$ cat src/hw/glue_pkg.sv
// shared constants for the controller board glue logic
package glue_pkg;
    localparam int CLK_HZ = 20_000_000;
    localparam int ADDR_W = 16;
    localparam int DATA_W = 8;
    localparam int NUM_SEL = 8;
    // io select numbers
    localparam logic [2:0] SEL_LED = 3'h3;
    localparam logic [2:0] SEL_ADC = 3'h4;
    localparam logic [2:0] SEL_PPI = 3'h5;
    localparam logic [2:0] SEL_SWITCH = 3'h6;
    localparam logic [2:0] SEL_LCD = 3'h7;
    // decode qualifier: a7 and a15 both high
    localparam int QUAL_LOW_BIT = 7;
    localparam int QUAL_HIGH_BIT = 15;
    localparam int SEL_FIELD_LSB = 4;
    localparam int RAM_ADDR_W = 15;
    localparam int ADC_CHAN_W = 3;
    localparam int LCD_ADDR_W = 2;
    // adc channel assignments
    localparam logic [2:0] ADC_CHAN_LED_CURRENT = 3'h0;
    localparam logic [2:0] ADC_CHAN_REFERENCE = 3'h7;
    // backlight timeouts
    localparam int BACKLIGHT_PRESS_S = 120;
    localparam int BACKLIGHT_DOOR_S = 30;
    localparam longint BACKLIGHT_PRESS_CYC = longint'(BACKLIGHT_PRESS_S) * CLK_HZ;
    localparam longint BACKLIGHT_DOOR_CYC = longint'(BACKLIGHT_DOOR_S) * CLK_HZ;
    // watchdog default, ms
    localparam int WATCHDOG_MS = 100;
    localparam longint WATCHDOG_CYC = longint'(WATCHDOG_MS) * (CLK_HZ / 1000);
    localparam int LED_DIGITS = 6;
    localparam int DIGIT_TENTHS = 0;
    localparam int DIGIT_UNITS = 1;
    localparam int DP_BIT = 7;
    localparam logic [7:0] SEG_RESET = 8'hFF;
endpackage : glue_pkg

$ cat src/hw/glue_timer.sv
// retriggerable down-counter used by the backlight and watchdog
`timescale 1ns/100ps
module glue_timer #(
    parameter int WIDTH = 32
) (
    input wire logic i_clk,
    input wire logic i_nrst,
    input wire logic i_ce,
    input wire logic i_load,
    input wire logic [WIDTH-1:0] i_count,
    input wire logic i_cancel,
    output logic o_running,
    output logic o_expired
);
    logic [WIDTH-1:0] count;

    always_ff @(posedge i_clk) begin
        if (!i_nrst) begin
            count <= '0;
            o_expired <= 1'b0;
        end else if (i_ce) begin
            o_expired <= 1'b0;
            if (i_load) begin
                count <= i_count;
            end else if (i_cancel) begin
                count <= '0;
            end else if (count != '0) begin
                count <= count - 1'b1;
                // one-cycle pulse on the last tick
                o_expired <= (count == {{(WIDTH-1){1'b0}}, 1'b1});
            end
        end
    end

    assign o_running = (count != '0);
endmodule : glue_timer

$ cat src/hw/glue_led_latch.sv
// segment and digit-enable latches for the multiplexed led display
`timescale 1ns/100ps
module glue_led_latch #(
    parameter int DIGITS = glue_pkg::LED_DIGITS
) (
    input wire logic i_clk,
    input wire logic i_nrst,
    input wire logic i_ce,
    input wire logic i_load,
    input wire logic [7:0] i_data,
    input wire logic [15:0] i_addr,
    output logic [7:0] o_segment_n,
    output logic [DIGITS-1:0] o_digit_enable,
    output logic o_decimal_point_drive_n,
    output logic o_battery_symbol_n
);
    always_ff @(posedge i_clk) begin
        if (!i_nrst) begin
            o_segment_n <= glue_pkg::SEG_RESET;
            o_digit_enable <= '0;
        end else if (i_ce && i_load) begin
            o_segment_n <= i_data;
            o_digit_enable <= i_addr[DIGITS-1:0];
        end
    end

    always_comb begin
        o_decimal_point_drive_n = !(!o_segment_n[glue_pkg::DP_BIT]
            && o_digit_enable[glue_pkg::DIGIT_TENTHS]);
        o_battery_symbol_n = !(!o_segment_n[glue_pkg::DP_BIT]
            && o_digit_enable[glue_pkg::DIGIT_UNITS]);
    end
endmodule : glue_led_latch

$ cat src/hw/cpu_board_glue_logic.sv
// glue logic between the microcontroller bus and the controller board peripherals
`timescale 1ns/100ps
module cpu_board_glue_logic #(
    parameter longint WATCHDOG_CYC = glue_pkg::WATCHDOG_CYC,
    parameter longint BACKLIGHT_PRESS_CYC = glue_pkg::BACKLIGHT_PRESS_CYC,
    parameter longint BACKLIGHT_DOOR_CYC = glue_pkg::BACKLIGHT_DOOR_CYC,
    parameter int LED_DIGITS = glue_pkg::LED_DIGITS
) (
    input wire logic i_clk,
    input wire logic i_nrst,
    input wire logic i_ce,
    // processor side
    input wire logic [7:0] i_muxed_addr_data_lines,
    output logic [7:0] o_muxed_addr_data_lines,
    output logic o_muxed_addr_data_lines_oe,
    input wire logic [7:0] i_addr_high,
    input wire logic i_ale,
    input wire logic i_cpu_rd_n,
    input wire logic i_cpu_wr_n,
    input wire logic i_program_fetch_enable_n,
    input wire logic i_watchdog_trigger,
    input wire logic i_watchdog_clear,
    // system bus
    output logic [15:0] o_addr,
    input wire logic [7:0] i_data,
    output logic [7:0] o_data,
    output logic o_data_oe,
    output logic o_bus_read_strobe_n,
    output logic o_bus_write_strobe_n,
    output logic [7:0] o_io_select_n,
    output logic [14:0] o_ram_addr,
    output logic o_ram_ce_n,
    output logic o_program_oe_n,
    output logic o_adc_oe_n,
    output logic [2:0] o_adc_channel,
    output logic o_switch_oe_n,
    output logic o_io_select_5_n,
    output logic o_lcd_select_n,
    output logic [1:0] o_lcd_addr,
    // panel
    input wire logic i_touchswitch_n,
    input wire logic i_door_locked,
    output logic o_backlight_enable,
    output logic [7:0] o_segment_n,
    output logic [LED_DIGITS-1:0] o_digit_enable,
    output logic o_decimal_point_drive_n,
    output logic o_battery_symbol_n,
    output logic o_fault_line_n
);
    // pin synchronisers, first stage read only by second
    logic [7:0] sync1_ad, sync2_ad, sync1_ah, sync2_ah;
    logic [6:0] sync1_ctl, sync2_ctl;
    logic [7:0] low_addr;
    logic ale_q, press_q, door_q, trig_q, clr_q;
    logic ale, rd_n, wr_n, program_fetch_enable_n, trig, clr, press, door;

    always_ff @(posedge i_clk) begin
        if (!i_nrst) begin
            sync1_ad <= 8'h00;
            sync2_ad <= 8'h00;
            sync1_ah <= 8'h00;
            sync2_ah <= 8'h00;
            sync1_ctl <= 7'h07;
            sync2_ctl <= 7'h07;
        end else if (i_ce) begin
            sync1_ad <= i_muxed_addr_data_lines;
            sync2_ad <= sync1_ad;
            sync1_ah <= i_addr_high;
            sync2_ah <= sync1_ah;
            sync1_ctl <= {i_door_locked, !i_touchswitch_n, i_watchdog_clear,
                i_watchdog_trigger, i_program_fetch_enable_n, i_cpu_wr_n, i_cpu_rd_n} ^ 7'h00;
            sync2_ctl <= {sync1_ctl[6:4], sync1_ctl[3], sync1_ctl[2:0]};
        end
    end

    always_comb begin
        rd_n = sync2_ctl[0];
        wr_n = sync2_ctl[1];
        program_fetch_enable_n = sync2_ctl[2];
        trig = sync2_ctl[3];
        clr = sync2_ctl[4];
        press = sync2_ctl[5];
        door = sync2_ctl[6];
        ale = i_ale;
    end

    always_ff @(posedge i_clk) begin
        if (!i_nrst) begin
            low_addr <= 8'h00;
            ale_q <= 1'b0;
        end else if (i_ce) begin
            ale_q <= ale;
            if (ale_q) begin
                low_addr <= sync2_ad;
            end
        end
    end

    assign o_addr = {sync2_ah, low_addr};

    assign o_bus_read_strobe_n = rd_n;
    assign o_bus_write_strobe_n = wr_n;

    function automatic logic [7:0] decode_select(input logic [15:0] a);
        logic [7:0] sel;
        sel = 8'hFF;
        if (a[glue_pkg::QUAL_LOW_BIT] && a[glue_pkg::QUAL_HIGH_BIT]) begin
            sel[a[glue_pkg::SEL_FIELD_LSB +: 3]] = 1'b0;
        end
        return sel;
    endfunction : decode_select

    logic [7:0] sel_n;
    assign sel_n = decode_select(o_addr);
    assign o_io_select_n = sel_n;

    assign o_ram_addr = o_addr[glue_pkg::RAM_ADDR_W-1:0];
    assign o_ram_ce_n = !(!o_addr[glue_pkg::QUAL_HIGH_BIT] && (!rd_n || !wr_n));
    assign o_program_oe_n = program_fetch_enable_n;
    assign o_adc_oe_n = sel_n[glue_pkg::SEL_ADC] || rd_n;
    // channel from low address, fixes channel use
    assign o_adc_channel = o_addr[glue_pkg::ADC_CHAN_W-1:0];
    assign o_switch_oe_n = sel_n[glue_pkg::SEL_SWITCH] || rd_n;
    assign o_io_select_5_n = sel_n[glue_pkg::SEL_PPI];
    assign o_lcd_select_n = sel_n[glue_pkg::SEL_LCD];
    assign o_lcd_addr = o_addr[glue_pkg::LCD_ADDR_W-1:0];

    always_ff @(posedge i_clk) begin
        if (!i_nrst) begin
            o_data <= 8'h00;
            o_muxed_addr_data_lines <= 8'h00;
        end else if (i_ce) begin
            o_data <= sync2_ad;
            o_muxed_addr_data_lines <= i_data;
        end
    end
    assign o_data_oe = !wr_n && !ale;
    assign o_muxed_addr_data_lines_oe = (!rd_n || !program_fetch_enable_n) && !ale;

    // led latches loaded by select 3 and write
    glue_led_latch #(
        .DIGITS(LED_DIGITS)
    ) u_led (
        .i_clk(i_clk),
        .i_nrst(i_nrst),
        .i_ce(i_ce),
        .i_load(!sel_n[glue_pkg::SEL_LED] && !wr_n),
        .i_data(sync2_ad),
        .i_addr(o_addr),
        .o_segment_n(o_segment_n),
        .o_digit_enable(o_digit_enable),
        .o_decimal_point_drive_n(o_decimal_point_drive_n),
        .o_battery_symbol_n(o_battery_symbol_n)
    );

    // edge detects on synchronised levels
    always_ff @(posedge i_clk) begin
        if (!i_nrst) begin
            press_q <= 1'b0;
            door_q <= 1'b0;
            trig_q <= 1'b0;
            clr_q <= 1'b0;
        end else if (i_ce) begin
            press_q <= press;
            door_q <= door;
            trig_q <= trig;
            clr_q <= clr;
        end
    end

    logic press_rise, door_rise, trig_rise, clr_rise;
    assign press_rise = press && !press_q;
    assign door_rise = door && !door_q;
    assign trig_rise = trig && !trig_q;
    assign clr_rise = clr && !clr_q;

    // backlight timeouts; a press restarts the long one
    logic bl_running, bl_expired;
    logic [31:0] bl_load;
    assign bl_load = press_rise ? 32'(BACKLIGHT_PRESS_CYC) : 32'(BACKLIGHT_DOOR_CYC);
    glue_timer #(
        .WIDTH(32)
    ) u_backlight (
        .i_clk(i_clk),
        .i_nrst(i_nrst),
        .i_ce(i_ce),
        .i_load(press_rise || door_rise),
        .i_count(bl_load),
        .i_cancel(1'b0),
        .o_running(bl_running),
        .o_expired(bl_expired)
    );
    assign o_backlight_enable = bl_running;

    // watchdog one-shot; period is a parameter
    logic wd_running, wd_expired, fault;
    glue_timer #(
        .WIDTH(32)
    ) u_watchdog (
        .i_clk(i_clk),
        .i_nrst(i_nrst),
        .i_ce(i_ce),
        .i_load(trig_rise),
        .i_count(32'(WATCHDOG_CYC)),
        .i_cancel(1'b0),
        .o_running(wd_running),
        .o_expired(wd_expired)
    );

    // clear resets flip-flop; set wins on collision
    always_ff @(posedge i_clk) begin
        if (!i_nrst) begin
            fault <= 1'b0;
        end else if (i_ce) begin
            if (wd_expired) begin
                fault <= 1'b1;
            end else if (clr_rise) begin
                fault <= 1'b0;
            end
        end
    end
    assign o_fault_line_n = !fault;

    property p_wd_fault;
        @(posedge i_clk) disable iff (!i_nrst)
        (i_ce && wd_expired) |=> !o_fault_line_n;
    endproperty
    a_wd_fault: assert property (p_wd_fault) else $error("fault not raised");

    property p_wd_clear;
        @(posedge i_clk) disable iff (!i_nrst)
        (i_ce && clr_rise && !wd_expired) |=> o_fault_line_n;
    endproperty
    a_wd_clear: assert property (p_wd_clear) else $error("fault not cleared");

    property p_one_select;
        @(posedge i_clk) disable iff (!i_nrst)
        $onehot0(~o_io_select_n);
    endproperty
    a_one_select: assert property (p_one_select) else $error("multiple selects");

    property p_adc_gate;
        @(posedge i_clk) disable iff (!i_nrst)
        !o_adc_oe_n |-> (!o_io_select_n[4] && !o_bus_read_strobe_n);
    endproperty
    a_adc_gate: assert property (p_adc_gate) else $error("adc gate");

    property p_sw_gate;
        @(posedge i_clk) disable iff (!i_nrst)
        !o_switch_oe_n |-> (!o_io_select_n[6] && !o_bus_read_strobe_n);
    endproperty
    a_sw_gate: assert property (p_sw_gate) else $error("switch gate");

    property p_bl_on;
        @(posedge i_clk) disable iff (!i_nrst)
        (i_ce && press_rise) |=> o_backlight_enable;
    endproperty
    a_bl_on: assert property (p_bl_on) else $error("backlight off after press");

    property p_prog;
        @(posedge i_clk) disable iff (!i_nrst)
        !o_program_oe_n |-> !program_fetch_enable_n;
    endproperty
    a_prog: assert property (p_prog) else $error("program oe without fetch");

    property p_addr;
        @(posedge i_clk) disable iff (!i_nrst)
        (i_ce && ale_q) |=> (o_addr[7:0] == $past(sync2_ad));
    endproperty
    a_addr: assert property (p_addr) else $error("low address not latched");
endmodule : cpu_board_glue_logic

$ cat config.mk
export PLATFORM = sky130hd
export DESIGN_NAME = cpu_board_glue_logic
export DESIGN_NICKNAME = d
export VERILOG_FILES = /design/src/hw/glue_pkg.sv /design/src/hw/glue_timer.sv /design/src/hw/glue_led_latch.sv /design/src/hw/cpu_board_glue_logic.sv
export SDC_FILE = /design/constraint.sdc
export NUM_CORES = 1
export LEC_CHECK = 0
export BUFFER_PORTS_ARGS = -buffer_cell sky130_fd_sc_hd__buf_2
export CAP_MARGIN = 20
export CORE_MARGIN = 1.5
export CORE_UTILIZATION = 23
export CTS_CLUSTER_SIZE = 14
export DETAILED_ROUTE_END_ITERATION = 8
export PLACE_DENSITY = 0.47
export SLEW_MARGIN = 20
export SYNTH_ARGS = -nofsm -noshare
export SYNTH_HDL_FRONTEND = slang
export SYNTH_HIERARCHICAL = 1
export SYNTH_SLANG_ARGS = --single-unit
$ cat constraint.sdc
create_clock -name i_clk -period 6.1 [get_ports i_clk]
set_clock_uncertainty 0.1 [all_clocks]
set_input_delay 0.61 -clock i_clk [delete_from_list [all_inputs] [get_ports i_clk]]
set_output_delay 0.61 -clock i_clk [all_outputs]
set_load 0.005 [all_outputs]
==> run_results.csv <==
group,metric,value,unit
yosys,syn_area_per_cell,8.54,um^2
worst_setup_path,critical_path_class,"reg2reg",
routing,via_count,7243,
sta,fmax,0.295,GHz
yosys,synth_area,8120,um^2
clocking,clock-sinks,155,
clocking,cts-resized-gates,0,
worst_setup_path,cp_cell_sequence,"inv_1, ha_1, nor3b_1, nand4_2, o31ai_4, buf_4, a221oi_1, a211oi_1",
sta,hold_violations,0,
clocking,cts_hold_buf,0,
pwr,p_clk_share,37.3,%
global_routing,gr-total-overflow,0,
routing,postRouteAntennaNets,0,
floorplan,rows,68,
sta,worstMarginPinSlew,1210,ps
floorplan,initial_core_util,23.5,%
pwr,switching_share,31.9,%
pwr,power_frac_seq,39.8,%
routing,route.detailed.drc,0,
clocking,cts_tree,"done",
yosys,syn_inst,951,
routing,drt_first_pass_iters,5,
global_routing,grt_max_degree,67,
pwr,p_comb_share,22.9,%
worst_setup_path,worstReg2RegStart,"u_watchdog/count[0]",
worst_setup_path,r2r-end,"u_watchdog/count[0]",
floorplan,dieWidth,191,um
worst_setup_path,r2r_slack,2710,ps
placement,hpwl,13900,um
sta,rsz0062_at_grt,"false",
clocking,clk_latency,420,ps
global_routing,antenna_found_initial,0,
clocking,clockRootBuffer,"clkbuf_16",
run_status,run_status,"complete, no violations",
sta,maxSlewViolCount,0,
pwr,p_int,1920,uW
placement,gp_congestion,0.738,
floorplan,dieHeight,191,um
worst_setup_path,max_stage_delay,790,ps
layout,fin_nets,1103,
global_routing,grtUsageTotal,11.8,%
pwr,peakVddDrop,0.184,mV
layout,area_delta_synth_final,18.9,%
layout,diodes,0,
clocking,cts_buffers,17,
floorplan,dieArea,36400,um^2
floorplan,ios,123,
sta,slew_headroom,18.9,%
yosys,yosys_warnings,6,
clocking,clk_pin_slew,60,ps
routing,wl,21800,um
global_routing,first_global_vias,6643,
clocking,cts_max_path_buffers,2,
run,max_cap_viol_count,0,
global_routing,grt_pass1_wl,35100,um
routing,wire_per_inst,14.2,um
worst_setup_path,cp_max_fo,35,
hold_path,hold_class,"in2reg",
sta,finalSetupViolCount,0,
pwr,total_power,2820,uW
placement,portBuffers,122,
worst_setup_path,crit_arrival,3600,ps
worst_setup_path,cp-end-kind,"flip-flop",
worst_setup_path,cp-start-kind,"flip-flop",
sta,setup_tns,0,ps
routing,viasPerCell,4.73,
pwr,switchingPower,899,uW
clocking,post_cts_buffers,0,
hold_path,min_path_cells,3,
sta,fin_crit_sh,55.7,%
hold_path,worstHoldStart,"i_program_fetch_enable_n",
worst_setup_path,cp_slowest_cell,"nor3b_1",
sta,period_needed,3390,ps
routing,drt_iter0_drc,390,
worst_setup_path,ff2ff_path_depth,8,
floorplan,coreArea,34600,um^2
clocking,htreeDepth,4,
layout,drive_gt1_share,18.8,%
hold_path,hold_end,"sync1_ctl[2]",
worst_setup_path,cp_data_required_time,6310,ps
pwr,leakage,0.00376,uW
pwr,powerDensity,292,nW/um^2
-- worst max-delay path: cells and delay by family (launching register included) --
| kind | cells | cell delay [ps] |
|---|---|---|
| AND/OR/NAND/NOR | 2 | 1110 |
| AO/OA/AOI/OAI | 3 | 920 |
| buffers and inverters | 2 | 580 |
| flip-flops | 1 | 330 |
| adder cells (fa/ha/maj) | 1 | 240 |
-- power groups by stage --
| stage | clock, uW | combinational (uW) | sequential, uW |
|---|---|---|---|
| detailed placement | 0 | 644 | 1150 |
| CTS | 1090 | 646 | 1120 |
| global placement | 0 | 643 | 1140 |
| finish | 1050 | 646 | 1120 |
| floorplan | 0 | 503 | 1130 |
| global route | 1130 | 718 | 1130 |
-- worst max path at each step --
stage / start / endpoint / slack (ps) / cells past startpoint
finish: u_watchdog/count[0] / u_watchdog/count[0] / 2710 / 8
CTS: u_watchdog/count[0] / u_watchdog/count[0] / 2770 / 8
global placement: u_watchdog/count[0] / u_watchdog/count[0] / 2940 / 8
detailed placement: u_watchdog/count[0] / u_watchdog/count[0] / 2830 / 8
global route: u_watchdog/count[0] / u_watchdog/count[0] / 2360 / 8
floorplan: u_watchdog/count[0] / u_watchdog/count[31] / 3750 / 8
-- layout by cell type, fill, tap and decap left out, types with 7 or more instances in the layout --
| master | n |
|---|---|
| or3_1 | 8 |
| a32oi_1 | 8 |
| a221oi_1 | 8 |
| a31oi_1 | 28 |
| o21ai_0 | 44 |
| nand4_1 | 20 |
| o32ai_1 | 10 |
| nor2b_1 | 64 |
| a21oi_1 | 60 |
| inv_1 | 21 |
| nor3_1 | 36 |
| buf_4 | 14 |
| a21o_1 | 9 |
| o211ai_2 | 8 |
| mux2i_1 | 66 |
| clkbuf_16 | 17 |
| o211ai_1 | 8 |
| a32o_1 | 8 |
| conb_1 | 56 |
| nor4_1 | 10 |
| buf_2 | 120 |
| a22oi_1 | 7 |
| nand3_1 | 31 |
| nor2_1 | 48 |
| nand2_1 | 92 |
| dfxtp_1 | 155 |
| o31ai_1 | 10 |
| a211oi_1 | 8 |
-- layout make-up --
type | count | area, um^2
inverters | 23 | 86.3
fillers | 3769 | 25000
multi-input cells | 734 | 4610
flip-flops and latches | 155 | 3100
clock buffers | 21 | 460
clock inverters | 10 | 119
well taps | 455 | 569
repair buffers | 134 | 706
-- flip-flops by register name, summed over array words and instances, names as in the netlist, 6 cells and up --
signal                   cells
u_backlight/count           32
u_watchdog/count            32
low_addr                     8
o_data                       8
o_muxed_addr_data_lines      8
sync1_ad                     8
sync1_ah                     8
sync2_ad                     8
sync2_ah                     8
u_led/o_segment_n            8
sync1_ctl                    7
sync2_ctl                    7
u_led/o_digit_enable         6
-- layer usage --
| metal | share of wire [%] | global-route usage (%) | routed length [um] |
|---|---|---|---|
| met1 | 49 | 15.6 | 10600 |
| met2 | 46 | 19.4 | 9950 |
| met3 | 4.4 | 2.31 | 965 |
| met4 | 1.0 | 3.69 | 221 |
| met5 | 0 | 0 | 0 |
-- per-stage QoR --
step	instance area (um^2)	util (%)	hold WS, ps	std cells	worst slack, ps
after global placement	9080	26.2	345	1501	2940
after CTS	9660	27.9	284	1532	2770
after floorplan	8320	-	339	1005	3750
after detailed placement	9080	26.2	348	1501	2830
after global routing	9660	27.9	291	1532	2360
final	9660	27.9	305	1532	2710
Power figures use the tool's default switching activity.
